### src/dpsc_pkg.sv
// package: register map, field layout and reset values for power state control
// Summary of operation
// - four power states on standby suspend off
// - each block clock gated independently
// - memory gate field zero enables memory clock
// - display gate field all ones stops clock
// - display gate field zero enables display clock
// - hsync field zero lets hsync pulses run
// - hsync codes one/two hold low/high level
// - vsync field zero lets vsync pulses run
// - dac bit zero keeps video dac powered
// - dac bit one powers video dac down
// - nonzero video field restores video output
// - zero video field blanks video output
`default_nettype none
package dpsc_pkg;
    localparam logic [15:0] OFS_MEM_GATE  = 16'h00d4;
    localparam logic [15:0] OFS_DISP_GATE = 16'h00d8;
    localparam logic [15:0] OFS_VID_0     = 16'h0d30;
    localparam logic [15:0] OFS_SYNC_0    = 16'h0df7;
    localparam logic [15:0] OFS_VID_1     = 16'h1d30;
    localparam logic [15:0] OFS_SYNC_1    = 16'h1df7;
    localparam logic [15:0] OFS_STATE     = 16'h0e00;
    localparam int MEM_GATE_W  = 7;
    localparam int DISP_GATE_W = 4;
    localparam int HS_LSB  = 0;
    localparam int VS_LSB  = 2;
    localparam int DAC_BIT = 7;
    localparam logic [7:0] RST_GATE = 8'h00;
    localparam logic [7:0] RST_SYNC = 8'h00;
    localparam logic [7:0] RST_VID  = 8'h00;
    localparam logic [1:0] SYNC_RUN  = 2'h0;
    localparam logic [1:0] SYNC_LOW  = 2'h1;
    localparam logic [1:0] SYNC_HIGH = 2'h2;
    localparam logic [1:0] RESP_OKAY   = 2'h0;
    localparam logic [1:0] RESP_SLVERR = 2'h2;
    typedef enum logic [1:0] {
        DPSC_ON      = 2'b00,
        DPSC_STANDBY = 2'b01,
        DPSC_SUSPEND = 2'b10,
        DPSC_OFF     = 2'b11
    } dpsc_state_e;
endpackage : dpsc_pkg
`default_nettype wire

### src/dpsc_top.sv
// power state control: axi4-lite register file and clock gate outputs
`default_nettype none
module dpsc_top
    import dpsc_pkg::*;
(
    input  wire logic        aclk,           // clock, 10 mhz
    input  wire logic        aresetn,        // sync reset, low
    input  wire logic [15:0] s_axi_awaddr,   // write address
    input  wire logic        s_axi_awvalid,  // write address valid
    output logic             s_axi_awready,  // write address ready
    input  wire logic [31:0] s_axi_wdata,    // write data
    input  wire logic [3:0]  s_axi_wstrb,    // write strobes
    input  wire logic        s_axi_wvalid,   // write data valid
    output logic             s_axi_wready,   // write data ready
    output logic [1:0]       s_axi_bresp,    // write response
    output logic             s_axi_bvalid,   // write response valid
    input  wire logic        s_axi_bready,   // write response ready
    input  wire logic [15:0] s_axi_araddr,   // read address
    input  wire logic        s_axi_arvalid,  // read address valid
    output logic             s_axi_arready,  // read address ready
    output logic [31:0]      s_axi_rdata,    // read data
    output logic [1:0]       s_axi_rresp,    // read response
    output logic             s_axi_rvalid,   // read valid
    input  wire logic        s_axi_rready,   // read ready
    input  wire logic [1:0]  hsync_raw,      // raw hsync per path
    input  wire logic [1:0]  vsync_raw,      // raw vsync per path
    output logic [6:0]       mem_clk_en,     // memory clock enable per block
    output logic [3:0]       disp_clk_en,    // display clock enable per block
    output logic [1:0]       hsync,          // gated hsync per path
    output logic [1:0]       vsync,          // gated vsync per path
    output logic [1:0]       dac_pwr_en,     // dac power per path
    output logic [1:0]       video_en        // video enable per path
);
    logic [7:0] mem_gate;
    logic [7:0] disp_gate;
    logic [7:0] sync_ctrl [2];
    logic [7:0] vid_ctrl  [2];
    logic       aw_held;
    logic       w_held;
    logic [15:0] aw_addr;
    logic [31:0] w_data;
    logic [3:0]  w_strb;
    logic [1:0]  hs_meta, hs_sync, vs_meta, vs_sync;
    dpsc_state_e pwr_state;

    // printed offsets are not all word aligned: byte address is 4x index
    function automatic logic [15:0] idx_of(input logic [15:0] a);
        idx_of = {2'h0, a[15:2]};
    endfunction : idx_of
    function automatic logic [2:0] sel_of(input logic [15:0] a);
        logic [15:0] i;
        i = idx_of(a);
        if (a[1:0] != 2'h0)          sel_of = 3'h7;
        else if (i == OFS_MEM_GATE)  sel_of = 3'h0;
        else if (i == OFS_DISP_GATE) sel_of = 3'h1;
        else if (i == OFS_SYNC_0)    sel_of = 3'h2;
        else if (i == OFS_SYNC_1)    sel_of = 3'h3;
        else if (i == OFS_VID_0)     sel_of = 3'h4;
        else if (i == OFS_VID_1)     sel_of = 3'h5;
        else if (i == OFS_STATE)     sel_of = 3'h6;
        else                         sel_of = 3'h7;
    endfunction : sel_of

    wire [15:0] wr_addr = aw_held ? aw_addr : s_axi_awaddr;
    wire [31:0] wr_data = w_held ? w_data : s_axi_wdata;
    wire [3:0]  wr_strb = w_held ? w_strb : s_axi_wstrb;
    wire aw_ok = aw_held | s_axi_awvalid;
    wire w_ok  = w_held | s_axi_wvalid;
    wire do_wr = aw_ok & w_ok & ~s_axi_bvalid;
    wire [2:0] wsel = sel_of(wr_addr);
    wire wr_lane0 = do_wr & wr_strb[0];
    wire wr_ok = (wsel != 3'h7) & (wsel != 3'h6);

    assign s_axi_awready = ~aw_held & ~s_axi_bvalid;
    assign s_axi_wready  = ~w_held & ~s_axi_bvalid;
    assign s_axi_arready = ~s_axi_rvalid;

    always_ff @(posedge aclk) begin
        if (!aresetn) begin
            aw_held <= 1'b0;
            w_held  <= 1'b0;
            aw_addr <= 16'h0000;
            w_data  <= 32'h0000_0000;
            w_strb  <= 4'h0;
        end else begin
            if (do_wr) begin
                aw_held <= 1'b0;
                w_held  <= 1'b0;
            end else begin
                if (s_axi_awvalid & s_axi_awready) begin
                    aw_held <= 1'b1;
                    aw_addr <= s_axi_awaddr;
                end
                if (s_axi_wvalid & s_axi_wready) begin
                    w_held <= 1'b1;
                    w_data <= s_axi_wdata;
                    w_strb <= s_axi_wstrb;
                end
            end
        end
    end

    always_ff @(posedge aclk) begin
        if (!aresetn) begin
            s_axi_bvalid <= 1'b0;
            s_axi_bresp  <= RESP_OKAY;
        end else if (do_wr) begin
            s_axi_bvalid <= 1'b1;
            s_axi_bresp  <= wr_ok ? RESP_OKAY : RESP_SLVERR;
        end else if (s_axi_bready) begin
            s_axi_bvalid <= 1'b0;
        end
    end

    // no write ordering is enforced; order of gate writes is software's
    always_ff @(posedge aclk) begin
        if (!aresetn) begin
            mem_gate  <= RST_GATE;
            disp_gate <= RST_GATE;
        end else if (wr_lane0) begin
            if (wsel == 3'h0) mem_gate  <= wr_data[7:0];
            if (wsel == 3'h1) disp_gate <= wr_data[7:0];
        end
    end

    genvar p;
    generate
        for (p = 0; p < 2; p++) begin : g_path
            always_ff @(posedge aclk) begin
                if (!aresetn) begin
                    sync_ctrl[p] <= RST_SYNC;
                    vid_ctrl[p]  <= RST_VID;
                end else if (wr_lane0) begin
                    if (wsel == 3'(2 + p)) sync_ctrl[p] <= wr_data[7:0];
                    if (wsel == 3'(4 + p)) vid_ctrl[p]  <= wr_data[7:0];
                end
            end
            dpsc_path u_path (
                .aclk       (aclk),
                .aresetn    (aresetn),
                .sync_ctrl  (sync_ctrl[p]),
                .vid_ctrl   (vid_ctrl[p]),
                .hsync_in   (hs_sync[p]),
                .vsync_in   (vs_sync[p]),
                .hsync_out  (hsync[p]),
                .vsync_out  (vsync[p]),
                .dac_pwr_en (dac_pwr_en[p]),
                .video_en   (video_en[p])
            );
        end
    endgenerate

    // sync inputs come from pins: two flops before use
    always_ff @(posedge aclk) begin
        if (!aresetn) begin
            hs_meta <= 2'h0;
            hs_sync <= 2'h0;
            vs_meta <= 2'h0;
            vs_sync <= 2'h0;
        end else begin
            hs_meta <= hsync_raw;
            hs_sync <= hs_meta;
            vs_meta <= vsync_raw;
            vs_sync <= vs_meta;
        end
    end

    // each bit gates its own block; a one stops that block's clock
    always_ff @(posedge aclk) begin
        if (!aresetn) begin
            mem_clk_en  <= 7'h7f;
            disp_clk_en <= 4'hf;
        end else begin
            mem_clk_en  <= ~mem_gate[MEM_GATE_W-1:0];
            disp_clk_en <= ~disp_gate[DISP_GATE_W-1:0];
        end
    end

    // state as seen from the current settings, read-only status
    wire all_mem_off  = &mem_gate[MEM_GATE_W-1:0];
    wire all_disp_off = &disp_gate[DISP_GATE_W-1:0];
    wire hs_off = sync_ctrl[0][HS_LSB +: 2] != SYNC_RUN;
    wire vs_off = sync_ctrl[0][VS_LSB +: 2] != SYNC_RUN;
    wire [1:0] state_code = all_mem_off            ? 2'(DPSC_OFF) :
                            (vs_off & all_disp_off) ? 2'(DPSC_SUSPEND) :
                            (hs_off & all_disp_off) ? 2'(DPSC_STANDBY) :
                                                      2'(DPSC_ON);
    always_ff @(posedge aclk) begin
        if (!aresetn) pwr_state <= DPSC_ON;
        else          pwr_state <= dpsc_state_e'(state_code);
    end

    wire [2:0] rsel = sel_of(s_axi_araddr);
    wire [7:0] rd_byte = (rsel == 3'h0) ? mem_gate :
                         (rsel == 3'h1) ? disp_gate :
                         (rsel == 3'h2) ? sync_ctrl[0] :
                         (rsel == 3'h3) ? sync_ctrl[1] :
                         (rsel == 3'h4) ? vid_ctrl[0] :
                         (rsel == 3'h5) ? vid_ctrl[1] :
                         (rsel == 3'h6) ? {6'h00, pwr_state} : 8'h00;

    always_ff @(posedge aclk) begin
        if (!aresetn) begin
            s_axi_rvalid <= 1'b0;
            s_axi_rdata  <= 32'h0000_0000;
            s_axi_rresp  <= RESP_OKAY;
        end else if (s_axi_arvalid & s_axi_arready) begin
            s_axi_rvalid <= 1'b1;
            s_axi_rdata  <= {24'h000000, rd_byte};
            s_axi_rresp  <= (rsel == 3'h7) ? RESP_SLVERR : RESP_OKAY;
        end else if (s_axi_rready) begin
            s_axi_rvalid <= 1'b0;
        end
    end

    a_mem_gate: assert property (@(posedge aclk) disable iff (!aresetn)
        wr_lane0 && wsel == 3'h0 |=> ##1 mem_clk_en == ~$past(wr_data[6:0], 2))
        else $error("memory clock enable wrong after write");
    a_disp_stop: assert property (@(posedge aclk) disable iff (!aresetn)
        &disp_gate[3:0] |=> disp_clk_en == 4'h0)
        else $error("display clock not stopped");
    a_disp_run: assert property (@(posedge aclk) disable iff (!aresetn)
        disp_gate[3:0] == 4'h0 |=> disp_clk_en == 4'hf)
        else $error("display clock not enabled");
    a_gate_reset: assert property (@(posedge aclk)
        !aresetn |=> mem_gate == 8'h00 && disp_gate == 8'h00)
        else $error("gate fields not cleared by reset");
    a_dac_down: assert property (@(posedge aclk) disable iff (!aresetn)
        sync_ctrl[0][7] |=> !dac_pwr_en[0])
        else $error("dac not powered down");
    a_dac_up: assert property (@(posedge aclk) disable iff (!aresetn)
        !sync_ctrl[1][7] |=> dac_pwr_en[1])
        else $error("dac not powered");
    a_video_blank: assert property (@(posedge aclk) disable iff (!aresetn)
        vid_ctrl[0] == 8'h00 |=> !video_en[0])
        else $error("video not blanked");
    a_video_on: assert property (@(posedge aclk) disable iff (!aresetn)
        vid_ctrl[1] != 8'h00 |=> video_en[1])
        else $error("video not restored");
    a_hs_high: assert property (@(posedge aclk) disable iff (!aresetn)
        sync_ctrl[0][1:0] == SYNC_HIGH |=> hsync[0])
        else $error("hsync not held high");
    a_off_state: assert property (@(posedge aclk) disable iff (!aresetn)
        &mem_gate[6:0] |=> pwr_state == DPSC_OFF)
        else $error("off state not reported");
    a_bresp_hold: assert property (@(posedge aclk) disable iff (!aresetn)
        s_axi_bvalid && !s_axi_bready |=> s_axi_bvalid)
        else $error("write response dropped");

    c_write: cover property (@(posedge aclk) disable iff (!aresetn)
        do_wr && wsel == 3'h1);
    c_read: cover property (@(posedge aclk) disable iff (!aresetn)
        s_axi_arvalid && s_axi_arready && rsel == 3'h6);
    c_standby: cover property (@(posedge aclk) disable iff (!aresetn)
        pwr_state == DPSC_STANDBY);
    c_off: cover property (@(posedge aclk) disable iff (!aresetn)
        pwr_state == DPSC_OFF);
endmodule : dpsc_top
`default_nettype wire

### src/dpsc_path.sv
// one display path: sync hold, dac power and blanking
`default_nettype none
module dpsc_path
    import dpsc_pkg::*;
(
    input  wire logic       aclk,       // clock
    input  wire logic       aresetn,    // sync reset, low
    input  wire logic [7:0] sync_ctrl,  // sync and dac field
    input  wire logic [7:0] vid_ctrl,   // video output field
    input  wire logic       hsync_in,   // raw hsync from timing
    input  wire logic       vsync_in,   // raw vsync from timing
    output logic            hsync_out,  // gated hsync
    output logic            vsync_out,  // gated vsync
    output logic            dac_pwr_en, // dac powered
    output logic            video_en    // video not blanked
);
    wire [1:0] hs_code = sync_ctrl[HS_LSB +: 2];
    wire [1:0] vs_code = sync_ctrl[VS_LSB +: 2];
    wire next_hs = (hs_code == SYNC_RUN) ? hsync_in :
                   (hs_code == SYNC_HIGH);
    wire next_vs = (vs_code == SYNC_RUN) ? vsync_in :
                   (vs_code == SYNC_HIGH);
    // code 3 is undefined; treated as a steady low level
    always_ff @(posedge aclk) begin
        if (!aresetn) begin
            hsync_out  <= 1'b0;
            vsync_out  <= 1'b0;
            dac_pwr_en <= 1'b0;
            video_en   <= 1'b0;
        end else begin
            hsync_out  <= next_hs;
            vsync_out  <= next_vs;
            dac_pwr_en <= ~sync_ctrl[DAC_BIT];
            video_en   <= (vid_ctrl != 8'h00);
        end
    end
    a_hs_hold: assert property (@(posedge aclk) disable iff (!aresetn)
        hs_code == SYNC_LOW |=> !hsync_out)
        else $error("hsync not held low");
    a_vs_run: assert property (@(posedge aclk) disable iff (!aresetn)
        vs_code == SYNC_RUN |=> vsync_out == $past(vsync_in))
        else $error("vsync not passed through");
endmodule : dpsc_path
`default_nettype wire

### config.mk
export PLATFORM = sky130hd
export DESIGN_NAME = dpsc_top
export DESIGN_NICKNAME = d
export VERILOG_FILES = /design/src/dpsc_pkg.sv /design/src/dpsc_top.sv /design/src/dpsc_path.sv
export SDC_FILE = /design/constraint.sdc
export NUM_CORES = 1
export LEC_CHECK = 0
export BUFFER_PORTS_ARGS = -buffer_cell sky130_fd_sc_hd__buf_2
export CAP_MARGIN = 20
export CORE_ASPECT_RATIO = 1.4
export CORE_MARGIN = 2
export CORE_UTILIZATION = 53
export CTS_BUF_LIST = sky130_fd_sc_hd__clkbuf_8 sky130_fd_sc_hd__clkbuf_16
export DETAILED_ROUTE_END_ITERATION = 16
export PLACE_DENSITY = 0.8
export SYNTH_ARGS = -nofsm -noshare
export SYNTH_HDL_FRONTEND = slang
export SYNTH_SLANG_ARGS = --single-unit
### constraint.sdc
create_clock -name aclk -period 3.5 [get_ports aclk]
set_clock_uncertainty 0.15 [all_clocks]
set_input_delay 0.35 -clock aclk [delete_from_list [all_inputs] [get_ports aclk]]
set_output_delay 0.35 -clock aclk [all_outputs]
set_load 0.02 [all_outputs]
# [After elaboration in Yosys (flattened, before gate mapping)]
# Memory sizes are Yosys's and may differ from the RTL's.
# Index checks and enable logic that the tools add are counted.
[classes] eq_ne=32 n_mux=60 bitwise=27 reduce_logical=21
[ops] op="8-bit 2-to-1 mux" count=11
[ops] op="14-bit by 12-bit equality test with 1-bit output (second input constant)" count=6
[ops] op="14-bit by 13-bit equality test with 1-bit output (second input constant)" count=4
[ops] op="14-bit by 8-bit equality test with 1-bit output (second input constant)" count=4
[ops] op="3-bit 2-to-1 mux" count=10
[ops] op="1-bit 2-to-1 mux" count=29
[ops] op="3-bit equality test (second input constant)" count=6
[ops] op="2-bit 2-to-1 mux" count=9
[ops] op="16-bit 2-to-1 mux" count=1
[ops] op="8-bit nonzero test" count=2
[ops] op="3-bit by 2-bit equality test with 1-bit output (second input constant)" count=4
[ops] op="2-bit nonzero test" count=6
[ops] op="1-bit AND" count=11
[ops] op="2-bit equality test (second input constant)" count=4
[ops] op="2-bit zero test" count=4
[ops] op="1-bit inverter" count=8
[ops] op="2-bit AND reduction" count=4
[ops] op="7-bit inverter" count=1
[ops] op="7-bit AND reduction" count=1
[ops] op="3-bit by 1-bit equality test with 1-bit output (second input constant)" count=2
[ops] op="3-bit zero test" count=2
[ops] op="3-bit inequality test (second input constant)" count=2
[ops] op="1-bit OR" count=6
[ops] op="4-bit inverter" count=1
[ops] op="other kinds (2)" count=2
[word_totals] ff_bits=86 ramBits=32 word_cells=169 n_memories=2
[memory_table] name="sync_ctrl" words=2 width=8 rd=2 rd_ports_with_merged_regs=0 wr=2 line="dpsc_top.sv:36" rtl="logic [7:0] sync_ctrl [2];"
[memory_table] name="vid_ctrl" words=2 width=8 rd=2 rd_ports_with_merged_regs=0 wr=2 line="dpsc_top.sv:37" rtl="logic [7:0] vid_ctrl [2];"

# [Logic depth before layout (Yosys ltp)]
[logic_depth] ltp_word=17 ltp_mapped=9 mapped_depth_nobuf=6

# [Hierarchy]
# A second synthesis with hierarchy kept.
[unflattened] hier_cells=562 area_unflattened_um2=5564.1
[modules_own_cells] module="dpsc_top" n_inst=1 cells_each=538 area_each_um2=5281.3
[modules_own_cells] module="dpsc_path" n_inst=2 cells_each=12 area_each_um2=141.4

# [Worst setup path after synthesis]
# No wires, ideal clock.
[synth_timing] kind="input-to-reg" startpoint="in s_axi_awaddr[15]" endpoint="mem sync_ctrl[0][0], enable pin" arrival_ns=2.084 slack_ns=0.937 path_stages=7 cell_sequence="or3b_2 -> a22oi_1 -> a21oi_1 -> o311a_4 -> nand4bb_4 -> buf_6 -> nand2_1"
[synth_rtl] item="start, declared" line="dpsc_top.sv:8" rtl="input wire logic [15:0] s_axi_awaddr,"
[synth_rtl] item="end, declared" line="dpsc_top.sv:36"

==> run_results.csv <==
group,metric,value,unit
timing,tightest_slew,0.758,ns
synth,syn_inst,546,
global_routing,grt_max_degree,47,
synth,yosys.area.top_type,"dfxtp_1",
synth,syn_area,0.00548,mm^2
timing,whs,0.0502,ns
final_layout,final_core_util,64.7,%
worst_setup_path,crit_required,3.42,ns
die,die_y,124,um
synth,synth-xor-area-share,0.480,%
die,initial_core_util,54.8,%
die,coreArea,0.0100,mm^2
global_routing,grt_pass1_wl,20500,um
clock_network,postCtsSetupRepairBufs,0,
clock_network,clock-sinks,116,
clock_network,ctsResizeCount,0,
drt,route.detailed.drc,0,
synth,synth_edf_count,32,
hold_path,hold_class,"input pin to register",
synth,yosysWarnings,0,
worst_setup_path,arrival,3.08,ns
die,rows,43,
drt,firstDrtPassIters,5,
final_layout,seqCellArea,0.00264,mm^2
clock_network,cts_buffers,17,
worst_setup_path,rrSetupSlack,0.33,ns
status,status,"finished clean",
timing,period_share,90.5,%
final_layout,n_fill_cell,815,
synth,synthSimpleGateAreaFrac,21.9,%
global_routing,antenna_found_initial,0,
synth,synth_compound_area_share,13.2,%
timing,hold_violations,0,
synth,synth_fa_ha_area_share,0,%
final_layout,diodes,0,
synth,synth.area.mux_share,8.31,%
place,port_buffers,85,
synth,postSynthAreaPerCell,10.0,um^2
synth,ys_seq_area_share,48.2,%
clock_network,cts_max_path_buffers,2,
synth,synth_top_family_by_area,"simple AND/OR/NAND/NOR gates",
clock_network,clk_pin_slew,0.05,ns
worst_setup_path,critPathKind,"register to register",
flow_run,drv_cap,0,
synth,synth_area_leaders,"dfxtp_1 31%, edfxtp_1 18%, mux2i_1 5.8%",
final_layout,drive_above_1_share,23.1,%
worst_setup_path,critical_path_peak_fanout,26,
synth,synth.most_common_cell,"dfxtp_1",
synth,ys.flop_type,"dfxtp_1",
synth,ys_ff_latch,116,
timing,slew_viol_final,0,
synth,synth_common_cells,"84 x dfxtp_1, 70 x nand2_1, 56 x nor2_1",
pwr,p_total,3.53,mW
drt,via_per_inst,5.61,
clock_network,clock_latency,0.42,ns
timing,slew_headroom,49.5,%
clock_network,root_buffer,"clkbuf_16",
final_layout,nets,706,
place,dp_hpwl,9130,um
clock_network,tritoncts,"yes",
synth,yosysTopAreaCellShare,30.7,%
global_routing,grtUsageTotal,23.2,%
synth,ys_types,68,
global_routing,grt_pass1_vias,4277,
drt,wl_per_cell,16.3,um
die,die-width,89.9,um
place,place_congestion,0.863,
place,dpl.cell_count,739,
worst_setup_path,crit_path_end_kind,"register",
drt,drtIter0Drc,276,
clock_network,htreeDepth,4,
drt,num_vias,4348,
final_layout,stdcell_count,775,
pwr,power.density,545,mW/mm^2
timing,min_period,3.17,ns
worst_setup_path,startpoint_type,"register",
global_routing,grt_overflow_total,0,
synth,async_flop_share,0,%
pwr,ir_worst_vdd,373,uV
drt,drtAntennaViolNets,0,
timing,fmax,316,MHz
final_layout,syn2layout_area_growth,18.2,%
timing,setup_viol,0,
drt,wl,12600,um
die,die_area,0.0112,mm^2
timing,rsz0062_at_grt,"false",
die,ios,139,
final_layout,multiInputGateArea,0.00250,mm^2
timing,tns,0,ns
pwr,p_leak,2.66,nW
[per-layer routing]
layer / wire length [um] / up-vias / share of wire [%] / global-route usage (%)
li1: - / 2077 / - / -
met1: 4660 / 2063 / 37 / 23.6
met2: 6860 / 172 / 54 / 43.2
met3: 697 / 36 / 5.5 / 5.93
met4: 417 / 0 / 3.3 / 11.9
met5: 0 / - / 0 / 0
[critical path: stages (launching register included)]
cell	delay [ns]
dfxtp_1	0.79
buf_4	0.27
nand3b_1	0.11
a222oi_1	0.48
nand4_1	0.21
o311a_4	0.21
nand3_1	0.28
nand2_1	0.31
[cells by family after synthesis]
kind of cell,count (synthesis)
AOI/OAI and AO/OA,95
xor gates and xnor gates,3
buffers and inverters,64
DFF,116
muxes,44
other,1
and+or+nand+nor,223
[layout by cell type (no fill, tap or decap), drive strengths merged, types with 8 or more instances in the layout]
cell type,count
clkbuf,19
nor4,9
mux2,12
a21boi,19
nand3b,8
dfxtp,84
buf,93
a21oi,10
and2,9
nand2,70
nor2,56
o21ai,15
mux2i,32
edfxtp,32
a221oi,8
a22oi,10
nand3,13
nor2b,14
conb,26
[what timing repair did]
| item | in CTS | in global routing |
|---|---|---|
| endpoints found under the hold margin | 4 | 0 |
| setup endpoints to repair | 0 | 0 |
| hold buffers | 4 | 0 |
[cell type report]
cell class / count / share of cell area, %
well taps: 135 / 2.61
multi-input cells: 391 / 38.7
clock inverters: 13 / 2.40
repair buffers: 97 / 8.12
flip-flops and latches: 116 / 40.8
clock buffers: 19 / 7.17
inverters: 4 / 0.232
[stage by stage]
stage	area, um^2	setup WS, ns
final	6470	0.334
after global routing	6470	0.0925
after CTS	6470	0.340
after detailed placement	5810	0.357
after global placement	5810	0.519
after floorplan	5570	0.937
[worst paths after layout]
kind,from,endpoint,depth (start not counted)
min,s_axi_awaddr[1],aw_addr[1],3
max reg2reg,aw_held,vid_ctrl[1][1],7
min reg2reg,hs_meta[0],hs_sync[0],1
max,aw_held,vid_ctrl[1][1],7
[where the power goes]
group | internal (mW) | total (mW) | leakage [nW] | switching [mW]
clock | 1.17 | 1.78 | 0.290 | 0.604
sequential | 1.42 | 1.46 | 1.02 | 0.0325
combinational | 0.109 | 0.297 | 1.35 | 0.188
[state kept, by name, summed over array words and instances, names as in the netlist, 7 cells and up]
name,flops
s_axi_rdata,8
aw_addr,16
vid_ctrl,16
mem_clk_en,7
w_data,8
disp_gate,8
mem_gate,8
sync_ctrl,16
Power figures use the tool's default switching activity.
